$ cat src/inc/tcc_defines.vh
// Register offsets, field positions and reset values of the three-channel compare block
`ifndef TCC_DEFINES_VH
`define TCC_DEFINES_VH
// =====================================================================
// Register byte offsets
`define OFF_TIMER_CTRL 8'h00
`define OFF_PERIOD 8'h04
`define OFF_COUNT 8'h08
`define OFF_SHADOW_CMP0 8'h0c
`define OFF_SHADOW_CMP1 8'h10
`define OFF_SHADOW_CMP2 8'h14
`define OFF_ACTIVE_CMP0 8'h18
`define OFF_ACTIVE_CMP1 8'h1c
`define OFF_ACTIVE_CMP2 8'h20
`define OFF_MODE_SELECT 8'h24
`define OFF_STATE_MODIFY 8'h28
`define OFF_COMPARE_STATE 8'h2c
`define OFF_SHADOW_CTRL 8'h30
`define OFF_EVENT_STATUS 8'h34
// =====================================================================
// Field positions
`define CTRL_RUN_BIT 0
`define CTRL_ALIGN_BIT 1
`define CTRL_PRESCALE_LSB 2
`define CTRL_PRESCALE_MSB 4
`define MODIFY_SET_LSB 0
`define MODIFY_CLEAR_LSB 8
`define STATE_DIR_BIT 8
`define STATE_STE_BIT 9
`define STATE_RUN_BIT 10
`define SHCTRL_SET_BIT 0
`define SHCTRL_CLEAR_BIT 1
`define EVENT_RISE_LSB 0
`define EVENT_FALL_LSB 4
// =====================================================================
// Reset values and codes
`define RST_CTRL 5'h00
`define RST_PERIOD 16'hffff
`define RST_CMP 16'h0000
`define RST_MODE 12'h000
`define MODE_HYSTERESIS 4'h9
`endif

$ cat src/design/timer_three_channel_compare.v
// Three compare channels on a 16-bit PWM timer, with an APB register slave
//
// Functional notes
// - Each channel flags a match while the count equals its active compare value.
// - Software writes shadow values; shadow transfer pulse copies them into active registers.
// - State switching uses direction, run flag, zero match, channel match and mode field.
// - Software set and clear bits force each channel state bit to 1 or 0, except set while the hysteresis hold keeps the bit at 0.
// - Position inputs are ignored outside the hysteresis-like mode.
// - A match while counting up raises the rising compare event.
// - A match while counting down raises the falling compare event.
// - Compare events do not depend on the channel state bit.
// - Compare switching changes state bits only while the timer runs.
// - Match while counting up sets the state bit at the next timer event.
// - Zero match with coincident match while counting up sets the state bit.
// - Match while counting down clears the state bit at the next timer event.
// - Zero match without match while counting up clears the state bit.
// - Compare value zero keeps the state bit at 1, full duty.
// - Compare value above the period matches only at period plus one in center mode; state bit stays cleared.
// - Hysteresis-like mode clears the state bit when the position input becomes 0.
// - In that mode the bit stays 0 while the input is 0.
// - Position inputs are evaluated on the module clock.
// - Zero match flags count zero, one match flags count one.
// - Direction 0 up, 1 down; center mode turns down one event after period match.
// - Shadow transfer pulses only while enabled; enable has software set and clear bits.
//
// Decided for this implementation: the APB register port and the register offsets.
`timescale 1ns/1ps
`include "tcc_defines.vh"
module timer_three_channel_compare (
	input wire pclk, // Module clock, 40 MHz
	input wire presetn, // Asynchronous reset, active low
	input wire [7:0] paddr, // APB byte address
	input wire psel, // APB select
	input wire penable, // APB access phase
	input wire pwrite, // APB direction, high for write
	input wire [31:0] pwdata, // APB write data
	input wire [3:0] pstrb, // APB byte lane strobes
	output reg [31:0] prdata, // APB read data
	output wire pready, // APB ready, always high
	output wire pslverr, // APB error for unmapped address
	input wire [2:0] position_input, // Asynchronous position inputs per channel
	output wire [2:0] channel_state_bit, // Channel state bits
	output wire [2:0] channel_compare_match, // Count equals active compare value
	output reg [2:0] rising_compare_event, // Match pulse while counting up
	output reg [2:0] falling_compare_event, // Match pulse while counting down
	output wire zero_match, // Count is zero
	output wire one_match, // Count is one
	output wire period_match, // Count equals period
	output wire count_direction, // 0 up, 1 down
	output wire timer_run_flag, // Timer running
	output wire shadow_transfer_pulse, // Shadow to active transfer
	output wire [15:0] timer_count // Timer count value
);

	// =================================================================
	// State
	reg [4:0] ctrl_reg;
	reg [15:0] period_shadow_reg;
	reg [15:0] period_reg;
	reg [15:0] count_reg;
	reg [15:0] count_next;
	reg dir_reg;
	reg dir_next;
	reg [6:0] pre_reg;
	reg [15:0] shadow_cmp_reg [0:2];
	reg [15:0] active_cmp_reg [0:2];
	reg [11:0] mode_reg;
	reg [2:0] state_reg;
	reg [2:0] state_next;
	reg ste_reg;
	reg [2:0] rise_sticky_reg;
	reg [2:0] fall_sticky_reg;
	reg [2:0] pos_s1_reg;
	reg [2:0] pos_s2_reg;
	wire run;
	wire center;
	wire [2:0] prescale;
	wire tick;
	wire period_end;
	wire wr;
	wire rd_setup;
	wire [31:0] wmask;
	wire [31:0] wbits;
	wire [2:0] sw_set;
	wire [2:0] sw_clr;
	wire [2:0] rise_ev;
	wire [2:0] fall_ev;
	reg mapped;
	reg [31:0] rdata;
	// One loop variable per process, so that none has two drivers
	integer i;
	integer j;
	integer k;

	// =================================================================
	// Bus decode
	assign pready = 1'b1;
	assign wr = psel & penable & pwrite;
	assign rd_setup = psel & ~penable & ~pwrite;
	assign wmask = {{8{pstrb[3]}}, {8{pstrb[2]}}, {8{pstrb[1]}}, {8{pstrb[0]}}};
	assign wbits = pwdata & wmask;
	assign pslverr = psel & penable & ~mapped;

	// Address map check
	always @* begin
		case (paddr)
			`OFF_TIMER_CTRL, `OFF_PERIOD, `OFF_COUNT: mapped = 1'b1;
			`OFF_SHADOW_CMP0, `OFF_SHADOW_CMP1, `OFF_SHADOW_CMP2: mapped = 1'b1;
			`OFF_ACTIVE_CMP0, `OFF_ACTIVE_CMP1, `OFF_ACTIVE_CMP2: mapped = 1'b1;
			`OFF_MODE_SELECT, `OFF_STATE_MODIFY, `OFF_COMPARE_STATE: mapped = 1'b1;
			`OFF_SHADOW_CTRL, `OFF_EVENT_STATUS: mapped = 1'b1;
			default: mapped = 1'b0;
		endcase
	end

	// Read data mux; write-only registers read as zero
	always @* begin
		rdata = 32'h00000000;
		case (paddr)
			`OFF_TIMER_CTRL: rdata = {27'h0000000, ctrl_reg};
			`OFF_PERIOD: rdata = {16'h0000, period_reg};
			`OFF_COUNT: rdata = {16'h0000, count_reg};
			`OFF_SHADOW_CMP0: rdata = {16'h0000, shadow_cmp_reg[0]};
			`OFF_SHADOW_CMP1: rdata = {16'h0000, shadow_cmp_reg[1]};
			`OFF_SHADOW_CMP2: rdata = {16'h0000, shadow_cmp_reg[2]};
			`OFF_ACTIVE_CMP0: rdata = {16'h0000, active_cmp_reg[0]};
			`OFF_ACTIVE_CMP1: rdata = {16'h0000, active_cmp_reg[1]};
			`OFF_ACTIVE_CMP2: rdata = {16'h0000, active_cmp_reg[2]};
			`OFF_MODE_SELECT: rdata = {20'h00000, mode_reg};
			`OFF_COMPARE_STATE: rdata = {21'h000000, run, ste_reg, dir_reg, 5'h00, state_reg};
			`OFF_EVENT_STATUS: rdata = {25'h0000000, fall_sticky_reg, 1'b0, rise_sticky_reg};
			default: rdata = 32'h00000000;
		endcase
	end

	// Read data captured in the setup cycle, valid through the access phase
	always @(posedge pclk or negedge presetn) begin
		if (!presetn) begin
			prdata <= 32'h00000000;
		end else if (rd_setup) begin
			prdata <= rdata;
		end
	end

	// =================================================================
	// Timer control and configuration registers
	assign run = ctrl_reg[`CTRL_RUN_BIT];
	assign center = ctrl_reg[`CTRL_ALIGN_BIT];
	assign prescale = ctrl_reg[`CTRL_PRESCALE_MSB:`CTRL_PRESCALE_LSB];
	assign timer_run_flag = run;

	always @(posedge pclk or negedge presetn) begin
		if (!presetn) begin
			ctrl_reg <= `RST_CTRL;
			period_shadow_reg <= `RST_PERIOD;
			mode_reg <= `RST_MODE;
		end else if (wr) begin
			case (paddr)
				`OFF_TIMER_CTRL: ctrl_reg <= (ctrl_reg & ~wmask[4:0]) | wbits[4:0];
				`OFF_PERIOD: period_shadow_reg <= (period_shadow_reg & ~wmask[15:0]) | wbits[15:0];
				`OFF_MODE_SELECT: mode_reg <= (mode_reg & ~wmask[11:0]) | wbits[11:0];
				default: ;
			endcase
		end
	end

	// Shadow compare registers, software side only
	always @(posedge pclk or negedge presetn) begin
		if (!presetn) begin
			for (j = 0; j < 3; j = j + 1) begin
				shadow_cmp_reg[j] <= `RST_CMP;
			end
		end else if (wr) begin
			for (j = 0; j < 3; j = j + 1) begin
				if (paddr == `OFF_SHADOW_CMP0 + 8'h04 * j[7:0]) begin
					shadow_cmp_reg[j] <= (shadow_cmp_reg[j] & ~wmask[15:0]) | wbits[15:0];
				end
			end
		end
	end

	// =================================================================
	// Prescaler: one timer clock event per 2^prescale module clocks, cleared while stopped
	assign tick = run & (pre_reg == ((7'h01 << prescale) - 7'h01));

	always @(posedge pclk or negedge presetn) begin
		if (!presetn) begin
			pre_reg <= 7'h00;
		end else if (!run || tick) begin
			pre_reg <= 7'h00;
		end else begin
			pre_reg <= pre_reg + 7'h01;
		end
	end

	// =================================================================
	// Timer count and direction
	assign zero_match = (count_reg == 16'h0000);
	assign one_match = (count_reg == 16'h0001);
	assign period_match = (count_reg == period_reg);
	assign count_direction = dir_reg;
	assign timer_count = count_reg;
	// End of a timer period: wrap in edge mode, reaching zero downward in center mode
	assign period_end = center ? (dir_reg & one_match) : period_match;

	always @* begin
		count_next = count_reg;
		dir_next = dir_reg;
		if (tick) begin
			if (!center) begin
				dir_next = 1'b0;
				count_next = period_match ? 16'h0000 : count_reg + 16'h0001;
			end else if (!dir_reg) begin
				count_next = count_reg + 16'h0001;
				if (period_match) begin
					dir_next = 1'b1;
				end
			end else begin
				count_next = count_reg - 16'h0001;
				if (one_match) begin
					dir_next = 1'b0;
				end
			end
		end else if (!run && wr && paddr == `OFF_COUNT) begin
			count_next = (count_reg & ~wmask[15:0]) | wbits[15:0];
		end
	end

	always @(posedge pclk or negedge presetn) begin
		if (!presetn) begin
			count_reg <= 16'h0000;
			dir_reg <= 1'b0;
		end else begin
			count_reg <= count_next;
			dir_reg <= dir_next;
		end
	end

	// =================================================================
	// Shadow transfer: at period end while running, at once while stopped
	assign shadow_transfer_pulse = ste_reg & (~run | (tick & period_end));

	always @(posedge pclk or negedge presetn) begin
		if (!presetn) begin
			ste_reg <= 1'b0;
		end else if (wr && paddr == `OFF_SHADOW_CTRL && wbits[`SHCTRL_SET_BIT]) begin
			ste_reg <= 1'b1;
		end else if (wr && paddr == `OFF_SHADOW_CTRL && wbits[`SHCTRL_CLEAR_BIT]) begin
			ste_reg <= 1'b0;
		end else if (shadow_transfer_pulse) begin
			ste_reg <= 1'b0;
		end
	end

	// Active compare and period registers loaded from their shadows
	always @(posedge pclk or negedge presetn) begin
		if (!presetn) begin
			period_reg <= `RST_PERIOD;
			for (k = 0; k < 3; k = k + 1) begin
				active_cmp_reg[k] <= `RST_CMP;
			end
		end else if (shadow_transfer_pulse) begin
			period_reg <= period_shadow_reg;
			for (k = 0; k < 3; k = k + 1) begin
				active_cmp_reg[k] <= shadow_cmp_reg[k];
			end
		end
	end

	// =================================================================
	// Comparators and compare events
	genvar g;
	generate
		for (g = 0; g < 3; g = g + 1) begin : cmp
			assign channel_compare_match[g] = (count_reg == active_cmp_reg[g]);
			assign rise_ev[g] = tick & channel_compare_match[g] & ~dir_reg;
			assign fall_ev[g] = tick & channel_compare_match[g] & dir_reg;
		end
	endgenerate

	// Event pulses registered, one module clock each
	always @(posedge pclk or negedge presetn) begin
		if (!presetn) begin
			rising_compare_event <= 3'h0;
			falling_compare_event <= 3'h0;
		end else begin
			rising_compare_event <= rise_ev;
			falling_compare_event <= fall_ev;
		end
	end

	// Sticky event flags; write one to clear, a new event wins over the clear
	always @(posedge pclk or negedge presetn) begin
		if (!presetn) begin
			rise_sticky_reg <= 3'h0;
			fall_sticky_reg <= 3'h0;
		end else begin
			if (wr && paddr == `OFF_EVENT_STATUS) begin
				rise_sticky_reg <= (rise_sticky_reg & ~wbits[2:0]) | rise_ev;
				fall_sticky_reg <= (fall_sticky_reg & ~wbits[6:4]) | fall_ev;
			end else begin
				rise_sticky_reg <= rise_sticky_reg | rise_ev;
				fall_sticky_reg <= fall_sticky_reg | fall_ev;
			end
		end
	end

	// =================================================================
	// Position input synchronizer on the module clock
	always @(posedge pclk or negedge presetn) begin
		if (!presetn) begin
			pos_s1_reg <= 3'h0;
			pos_s2_reg <= 3'h0;
		end else begin
			pos_s1_reg <= position_input;
			pos_s2_reg <= pos_s1_reg;
		end
	end

	// =================================================================
	// Channel state bits
	assign sw_set = (wr && paddr == `OFF_STATE_MODIFY) ? wbits[2:0] : 3'h0;
	assign sw_clr = (wr && paddr == `OFF_STATE_MODIFY) ? wbits[10:8] : 3'h0;
	assign channel_state_bit = state_reg;

	// Switching rules, then software force, then hysteresis hold
	always @* begin
		state_next = state_reg;
		for (i = 0; i < 3; i = i + 1) begin
			if (tick) begin
				if (!dir_reg) begin
					if (channel_compare_match[i]) begin
						state_next[i] = 1'b1;
					end else if (zero_match) begin
						state_next[i] = 1'b0;
					end
				end else if (channel_compare_match[i]) begin
					state_next[i] = 1'b0;
				end
			end
			if (sw_set[i]) begin
				state_next[i] = 1'b1;
			end
			if (sw_clr[i]) begin
				state_next[i] = 1'b0;
			end
			// Position input only looked at in hysteresis-like mode
			if (mode_reg[4*i +: 4] == `MODE_HYSTERESIS && !pos_s2_reg[i]) begin
				state_next[i] = 1'b0;
			end
		end
	end

	always @(posedge pclk or negedge presetn) begin
		if (!presetn) begin
			state_reg <= 3'h0;
		end else begin
			state_reg <= state_next;
		end
	end

endmodule // timer_three_channel_compare

$ cat config.mk
export PLATFORM = sky130hd
export DESIGN_NAME = timer_three_channel_compare
export DESIGN_NICKNAME = d
export VERILOG_FILES = /design/src/design/timer_three_channel_compare.v
export VERILOG_INCLUDE_DIRS = /design/src /design/src/inc
export SDC_FILE = /design/constraint.sdc
export NUM_CORES = 1
export LEC_CHECK = 0
export BUFFER_PORTS_ARGS = -buffer_cell sky130_fd_sc_hd__buf_2
export CAP_MARGIN = 0
export CORE_MARGIN = 2
export CORE_UTILIZATION = 45
export CTS_BUF_LIST = sky130_fd_sc_hd__clkbuf_8
export DETAILED_ROUTE_END_ITERATION = 8
export SYNTH_ARGS = -nofsm -noshare
export SYNTH_HDL_FRONTEND = slang
export SYNTH_SLANG_ARGS = --single-unit
$ cat constraint.sdc
create_clock -name pclk -period 6.99 [get_ports pclk]
set_clock_uncertainty 0.1 [all_clocks]
set_input_delay 0.699 -clock pclk [delete_from_list [all_inputs] [get_ports pclk]]
set_output_delay 0.699 -clock pclk [all_outputs]
set_load 0.05 [all_outputs]
==> After elaboration in Yosys (flattened, before gate mapping) <==
Memories as Yosys holds them, arrays and structs flattened.
Index checks and enable logic that the tools add are counted.
{ "totals": {"reg_bits": 223, "rom_bits": 64, "in_bits": 52, "out_inout_bits": 68, "word_cells": 182, "n_memories": 1} }
{ "memory_table": {"columns": ["memory", "depth", "word_bits", "read_ports", "rd_clocked_by_memory_dff", "write_ports", "line_no", "rtl"], "rows": [
  ["(no name shown)", 64, 1, 1, 0, 0, "timer_three_channel_compare.v:106", "case (paddr)"]
]} }
{ "classes": {"add_sub_neg": 4, "eq_ne": 25, "n_shift": 1, "mux": 42, "bitwise_logic": 50, "n_reduce_logical": 35} }
{ "op_table": {"columns": ["cell", "n"], "rows": [
  ["case mux 16 bit (12 select lines)", 1],
  ["bitwise AND 16 bit", 6],
  ["two-way mux 16 bit", 5],
  ["bitwise OR 16 bit", 5],
  ["equality test 16 bit", 4],
  ["equality test 8 x 6 -> 1 bit, second input constant", 6],
  ["equality test 8 x 5 -> 1 bit, second input constant", 4],
  ["two-way mux 1 bit", 31],
  ["bitwise AND 1 bit", 18],
  ["adder 16 x 1 -> 16 bit, second input constant", 1],
  ["equality test 16 x 1 -> 1 bit, second input constant", 1],
  ["equality test 8 x 4 -> 1 bit, second input constant", 2],
  ["zero test 16 bit", 1],
  ["inverter 16 bit", 1],
  ["subtractor 16 x 1 -> 16 bit, second input constant", 1],
  ["!= test 5 x 2 -> 1 bit, second input constant", 3],
  ["nonzero test 5 bit", 3],
  ["bitwise AND 12 bit", 1],
  ["equality test 4 bit, second input constant", 3],
  ["two-way mux 3 bit", 4],
  ["inverter 12 bit", 1],
  ["bitwise OR 12 bit", 1],
  ["bitwise OR 3 bit", 4],
  ["AND reduction 2 bit", 6],
  ["22 further kinds", 44]
]} }

==> Logic depth before layout (Yosys ltp) <==
Gate-level depths: netlist of run 1.
{ "depth": {"ltp_word": 10, "depth_mapped": 10, "depth_no_buf": 7} }

==> Worst setup path after synthesis of run 1 <==
Ideal clock, no wire load.
{ "synth_path": {"path_type": "flip-flop to output port", "start": "register (tool-made name)", "end": "output shadow_transfer_pulse", "arrival_ps": 3119, "required_ps": 6191, "slack_ps": 3072, "path_stages_with_launch": 10, "path_cell_list": "dfrtp_1 > buf_4 > xnor2_2 > nand4_1 > nor4_4 > nor2_2 > buf_6 > buf_2 > o31ai_1 > and2_1"} }
{ "synth_rtl": {"columns": ["element", "line_no", "rtl"], "rows": [
  ["end: declaration", "timer_three_channel_compare.v:51", "output wire shadow_transfer_pulse,"]
]} }

==> results of run 1 <==
cell type report:
class	instances	area, um2	share of cell area [%]
clock inverter	22	93.8	0.641
clock buffer	48	661	4.51
sequential	207	5230	35.7
tap	390	488	3.33
timing repair buffer	109	618	4.22
inverter	35	131	0.897
multi-input combinational	1081	7420	50.7
antenna	1	2.50	0.0171
how the worst max path moves through the flow:
stage,from,end,depth (start not counted)
4_1_cts,flip-flop,shadow_transfer_pulse,8
6_report,flip-flop,shadow_transfer_pulse,8
2_1_floorplan,flip-flop,shadow_transfer_pulse,9
3_3_place_gp,flip-flop,shadow_transfer_pulse,8
5_1_grt,flip-flop,shadow_transfer_pulse,8
3_5_place_dp,flip-flop,shadow_transfer_pulse,8
synth_stat cells (all sizes together) (35+ instances only):
| master | n | area, um2 |
|---|---|---|
| clkbuf | 93 | 349 |
| o21ai | 82 | 414 |
| nor2 | 68 | 265 |
| or4 | 67 | 503 |
| mux2 | 88 | 991 |
| xnor2 | 80 | 716 |
| dfrtp | 175 | 4380 |
| buf | 62 | 412 |
| a31oi | 39 | 250 |
| nand2 | 154 | 578 |
| a222oi | 38 | 380 |
| nand3 | 62 | 310 |
| inv | 35 | 131 |
| and2 | 48 | 300 |
critical path, stage by stage (launching register included):
cell	delay, ns
dfrtp_1	0.67
nor4_1	0.54
nand4b_1	0.31
nor2b_2	0.26
a31oi_4	0.09
buf_4	0.31
o31ai_1	0.53
and2_1	0.21
buf_2	0.26
routing by layer:
metal  vias to the layer above  part of all wire, %  track usage [%]
li1                       5460                    -                -
met1                      6175                   43             45.6
met2                       713                   44             45.9
met3                        94                   10             5.30
met4                         2                  2.7             9.64
met5                         -                0.033                0
stage by stage:
stage               instances  instance area (um2)  util (%)
floorplan                1478                13500         -
global placement         1822                13900      47.1
detailed placement       1822                13900      47.1
CTS                      1892                14600      49.6
global route             1892                14600      49.6
finish                   1893                14600      49.7
cell families after synthesis:
logic type | after synthesis | synth area share (%)
simple gates | 529 | 21.5
mux | 100 | 8.28
other cells | 2 | 0.0560
fa+ha+maj | 5 | 0.466
compound gates | 338 | 18.0
flops | 207 | 38.9
xor+xnor | 92 | 6.12
buf+inv | 190 | 6.65
power by group:
part	switching (mW)	total, mW	internal, mW
Clock	0.543	1.16	0.619
Combinational	0.313	0.444	0.131
Sequential	0.0938	1.32	1.23
placed cells by master (no fill, tap or decap), types with 32 or more instances in the layout:
cell and count:
and2_1 47, clkbuf_8 48, nand3_1 62, a222oi_1 38, xnor2_1 78, dfstp_2 32
dfrtp_1 173, buf_2 83, or4_1 67, nor2_1 63, a22oi_1 32, nand2_1 154
a31oi_1 38, inv_1 51, o21ai_0 81, mux2_2 88
==> summary.txt, run 1 <==
Status
  • Outcome: complete, no violations

STA
  • Pins Over Slew Limit: 0
  • Final setup TNS: 0 ns
  • Hold Slack: 0.0825 ns
  • Hold Vio Cnt, Final: 0
  • RSZ-0062 raised after global routing: no
  • Final period util: 65.1%
  • Slew Limit Headroom: 26.6%
  • Final WS setup: between 2 and 2.5 ns
  • Period minus WS final: 4.55 ns
  • Final setup violation count: 0
  • Achievable Freq: 220 MHz
  • Worst slew pin tran: roughly 1.1 ns

Run
  • Max-cap viol count: 0

GRT
  • First-pass GRT wire length: 73300 um
  • Vias in the first global route: 11500
  • Largest net degree at the start of global routing: 97
  • Global route overflow: 0
  • All-Layer GR Usage: a little under a third
  • Initial antenna violation count: 3

Clock tree
  • H-tree Lvls: 2
  • Num CTS Buffers: 40
  • CTS root buf: clkbuf_8
  • Post-CTS setup buffers: 0
  • Post-CTS sizing: 0
  • Later-pin clock latency in the skew report: 0.56 ns
  • CTS max path bufs: 3
  • Hold-fix buffers at CTS: 0
  • CTS sink count: 207
  • CTS tree: done
  • CTS clk-pin slew, worst paths: 0.06 ns

Yosys
  • Syn Std Cell Area: 13400 um2
  • Synth warnings: 0
  • Netlist cell types: 75
  • Mapped Cells: 1463
  • Async SR Flop Fraction: 100%
  • EDFF count, synth: 0
  • Seq/Total Area, Yosys: slightly below 40%
  • Dominant synthesized flop cell: dfrtp_1
  • Syn avg cell area: 9.17 um2
  • Number of synthesized register bits: slightly above 200

Routing
  • Initial DRC count: 1827
  • DRT Wirelength: 48100 um
  • TritonRoute pass-1 iters: 8
  • Via count: 12400
  • Antenna Nets Post-Route: 0
  • Vias/cell: 6.57
  • Drt wl/cell: 25.4 um
  • DRC viols: 0

Min path
  • Worst hold path class: primary input to async pin

Layout
  • Area delta synth->final: 9.09%
  • Fraction of layout cells with a size suffix above 1: approximately a fifth
  • Fill count: approximately 2800
  • Fin nets: roughly 1500

Floorplan
  • Initial Utilization: between 40% and 50%
  • Core area: just under 30000 um2
  • Boundary Pins: between 100 and 150
  • Die extent in y: 177 um
  • Die ar.: 31200 um2
  • Rows: 63
  • Die X: 177 um

Setup path
  • FF-to-FF End: active_cmp_reg[16]
  • Crit path max fanout: 67
  • Required time worst endpoint: a little over 6 ns
  • Critical Path Start Type: flip-flop
  • Crit path kind: flip-flop to output port
  • Setup slack on the worst flop-to-flop path: 3.19 ns
  • Data arrival, critical path: between 3 and 4 ns
  • Path depth of the worst reg2reg path: 8
  • Setup crit end kind: output port

Placement
  • Post-Place Setup Slack: 3.10 ns
  • IO Port Bufs: 84
  • HPWL after detailed placement: approximately 31000 um
  • Final GP Congestion: roughly 0.98

Power
  • Total power draw: between 2 and 3 mW
  • Leak: 5.78 nW
  • PwrDens: approximately 200 nW/um2
  • Maximum VDD drop: between 100 and 150 uV
(Power assumes the default switching activity.)
==> run 2: changes to the inputs <==
==> constraint.sdc (replaced) <==
create_clock -name pclk -period 4.4 [get_ports pclk]
set_clock_uncertainty 0.1 [all_clocks]
set_input_delay 0.44 -clock pclk [delete_from_list [all_inputs] [get_ports pclk]]
set_output_delay 0.44 -clock pclk [all_outputs]
set_load 0.05 [all_outputs]
==> run 2 against run 1 <==
  * Combinational power up 81%
  * Register-to-register slack worse by 2.1 ns
  * Die area unchanged
  * Worst hold slack better by 0.066 ns
  * Total power up 62%
  * Clock-buffer cell count down 2
  * Worst setup slack worse by 2.2 ns
  * Global-route usage down 0.073 points
  * First-iteration DRC count down 5.9%
  * Largest cell class unchanged
==> summary.txt, run 2 (synthesis gave the netlist of run 1 again) <==
Placement
  • IO Port Bufs: 84 (unchanged)
  • HPWL after detailed placement: 31800 um (+0.93%)
  • Area after DPL: 14100 um2 (+1.5%)
  • Final GP Congestion: 0.955 (-2.6%)

Layout
  • Antenna Cells: 0 (-1)
  • Fraction of layout cells with a size suffix above 1: 22.4% (+1.3 points)
  • Design area: 14900 um2 (+1.8%)
  • Commonest non-fill, non-tap cell in the layout: dfrtp_1
  • Area delta synth->final: 11.0%
  • Fin nets: 1559 (+1.8%)
  • Most frequent cells in the layout: 173 x dfrtp_1, 154 x nand2_1, 88 x mux2_2, 83 x buf_2, 81 x o21ai_0

Clock tree
  • Later-pin clock latency in the skew report: 0.56 ns (about the same)
  • H-tree Lvls: 2 (unchanged)
  • CTS root buf: clkbuf_8
  • Post-CTS setup buffers: 0 (unchanged)
  • Post-CTS sizing: 0 (unchanged)
  • CTS clk-pin slew, worst paths: 0.06 ns (about the same)
  • CTS sink count: 207 (unchanged)
  • Num CTS Buffers: 40 (unchanged)
  • CTS max path bufs: 3 (unchanged)
  • CTS tree: done
  • Hold-fix buffers at CTS: 4 (+4)

Floorplan
  • Die ar.: 31200 um2 (unchanged)
  • Initial Utilization: 45.5% (unchanged)
  • Boundary Pins: 120 (unchanged)
  • Rows: 63 (unchanged)
  • Die X: 177 um (unchanged)
  • Core area: 29500 um2 (unchanged)
  • Die extent in y: 177 um (unchanged)

Run
  • Max-cap viol count: 0 (unchanged)

Min path
  • Worst hold path class: primary input to flip-flop

Routing
  • Metal-1 WL: 20700 um (+1.2%)
  • Met3 WL: 4570 um (-8.1%)
  • Via count: 12600 (+0.92%)
  • Initial DRC count: 1719 (-5.9%)
  • DR top layer: met5
  • Vias/cell: 6.54 (-0.45%)
  • Met2 WL: 21400 um (+0.19%)
  • DRC viols: 0 (unchanged)
  • DRT Wirelength: 48300 um (+0.25%)
  • Drt wl/cell: 25.2 um (-1.1%)
  • Antenna Nets Post-Route: 0 (unchanged)
  • TritonRoute pass-1 iters: 6 (-2)

Power
  • Leak: 5.94 nW (+2.7%)
  • Total power draw: 4.74 mW (+62%)
  • PwrDens: 318 nW/um2 (+59%)
  • Maximum VDD drop: 173 uV (+30%)

Setup path
  • Required time worst endpoint: 3.86 ns (-2.33 ns)
  • Setup crit end kind: output port
  • Worst path max stage delay: 0.76 ns (+0.09 ns)
  • Crit path max fanout: 23 (-66%)
  • Top Family by Delay on Critical Path: compound AO/OA/AOI/OAI gates
  • CP bufs+invs: 1 (-1)
  • Critical Path, Cell by Cell: nor2_1 > or3_1 > a21boi_2 > o2111ai_4 > o31ai_1 > and2_1 > buf_2
  • Crit path kind: flip-flop to output port
  • Critical Path Start Type: flip-flop
  • Data arrival, critical path: 3.61 ns (-0.14 ns)
  • Worst-path cell with the longest stage delay: o31ai_1

GRT
  • First-pass GRT wire length: 72900 um (-0.55%)
  • Initial antenna violation count: 2 (-1)
  • All-Layer GR Usage: 30.8% (-0.073 points)
  • Largest net degree at the start of global routing: 113 (+16%)
  • Global route overflow: 0 (unchanged)
  • Vias in the first global route: 11600 (+0.65%)

STA
  • Final setup TNS: 0 ns (unchanged)
  • Worst slew pin tran: 0.988 ns (-0.104 ns)
  • Final period util: 94.3%
  • Achievable Freq: 241 MHz
  • Hold Slack: 0.149 ns (+0.0661 ns)
  • RSZ-0062 raised after global routing: no
  • Slew Limit Headroom: 33.8% (+7.2 points)
  • Hold Vio Cnt, Final: 0 (unchanged)
  • Period minus WS final: between 4 and 5 ns
  • Pins Over Slew Limit: 0 (unchanged)
  • Final setup violation count: 0 (unchanged)

Status
  • Outcome: complete, no violations
run 2: cell count changes in the layout (fill, tap and decap cells not counted), moves of 2 or more:
| cell | previous run | this run |
|---|---|---|
| clkinv_2 | 3 | 5 |
| clkbuf_8 | 48 | 46 |
| buf_4 | 25 | 46 |
| buf_12 | 0 | 3 |
| dlygate4sd3_1 | 0 | 4 |
| clkinvlp_4 | 2 | 0 |
| inv_6 | 0 | 3 |
| inv_1 | 51 | 48 |
run 2: path summary, 6_finish.rpt:
kind / from / to / slack, ns / cells after the start
worst max-delay path: flip-flop / shadow_transfer_pulse / 0.25 / 7
worst min-delay path: pwdata[7] / flip-flop / 0.15 / 3
worst max register to register: flip-flop / active_cmp_reg[10] / 1.05 / 9
worst min register to register: pos_s1_reg[0] / pos_s2_reg[0] / 0.24 / 0
max in group asynchronous: presetn / period_reg[11] / 2.70 / 3
min in group asynchronous: presetn / active_cmp_reg[21] / 0.44 / 2
run 2: worst reg2reg max path, stage by stage, from the launching register on:
cell	delay, ns
dfrtp_1	0.78
xnor2_1	0.20
nand4_1	0.16
nor4_4	0.27
buf_4	0.20
nor2_4	0.04
buf_4	0.36
buf_4	0.45
or4_1	0.57
o211ai_1	0.12
run 2: cell type report:
type | count | area (um2)
fill | 2756 | 14600
multi-input combinational | 1081 | 7410
sequential | 207 | 5230
timing repair buffer | 137 | 876
clock buffer | 46 | 633
tap | 390 | 488
clock inverter | 23 | 134
inverter | 35 | 131
run 2: metal layers:
metal / vias up / GRT usage, %
met5: - / 0
met4: 2 / 10.4
met3: 98 / 5.43
met2: 666 / 46.5
met1: 6284 / 44.4
li1: 5508 / -
run 2: metrics by stage:
step	utilization [%]	std cells	worst slack [ns]
2_1_floorplan	-	1478	0.516
3_3_place_gp	47.8	1846	0.875
3_5_place_dp	47.8	1846	0.869
4_1_cts	50.5	1919	0.262
5_1_grt	50.5	1919	0.160
6_report	50.5	1919	0.252
run 2: power breakdown:
group          switching [mW]  internal (mW)
registers              0.0765           1.96
logic                   0.570          0.232
clock network           0.886           1.02
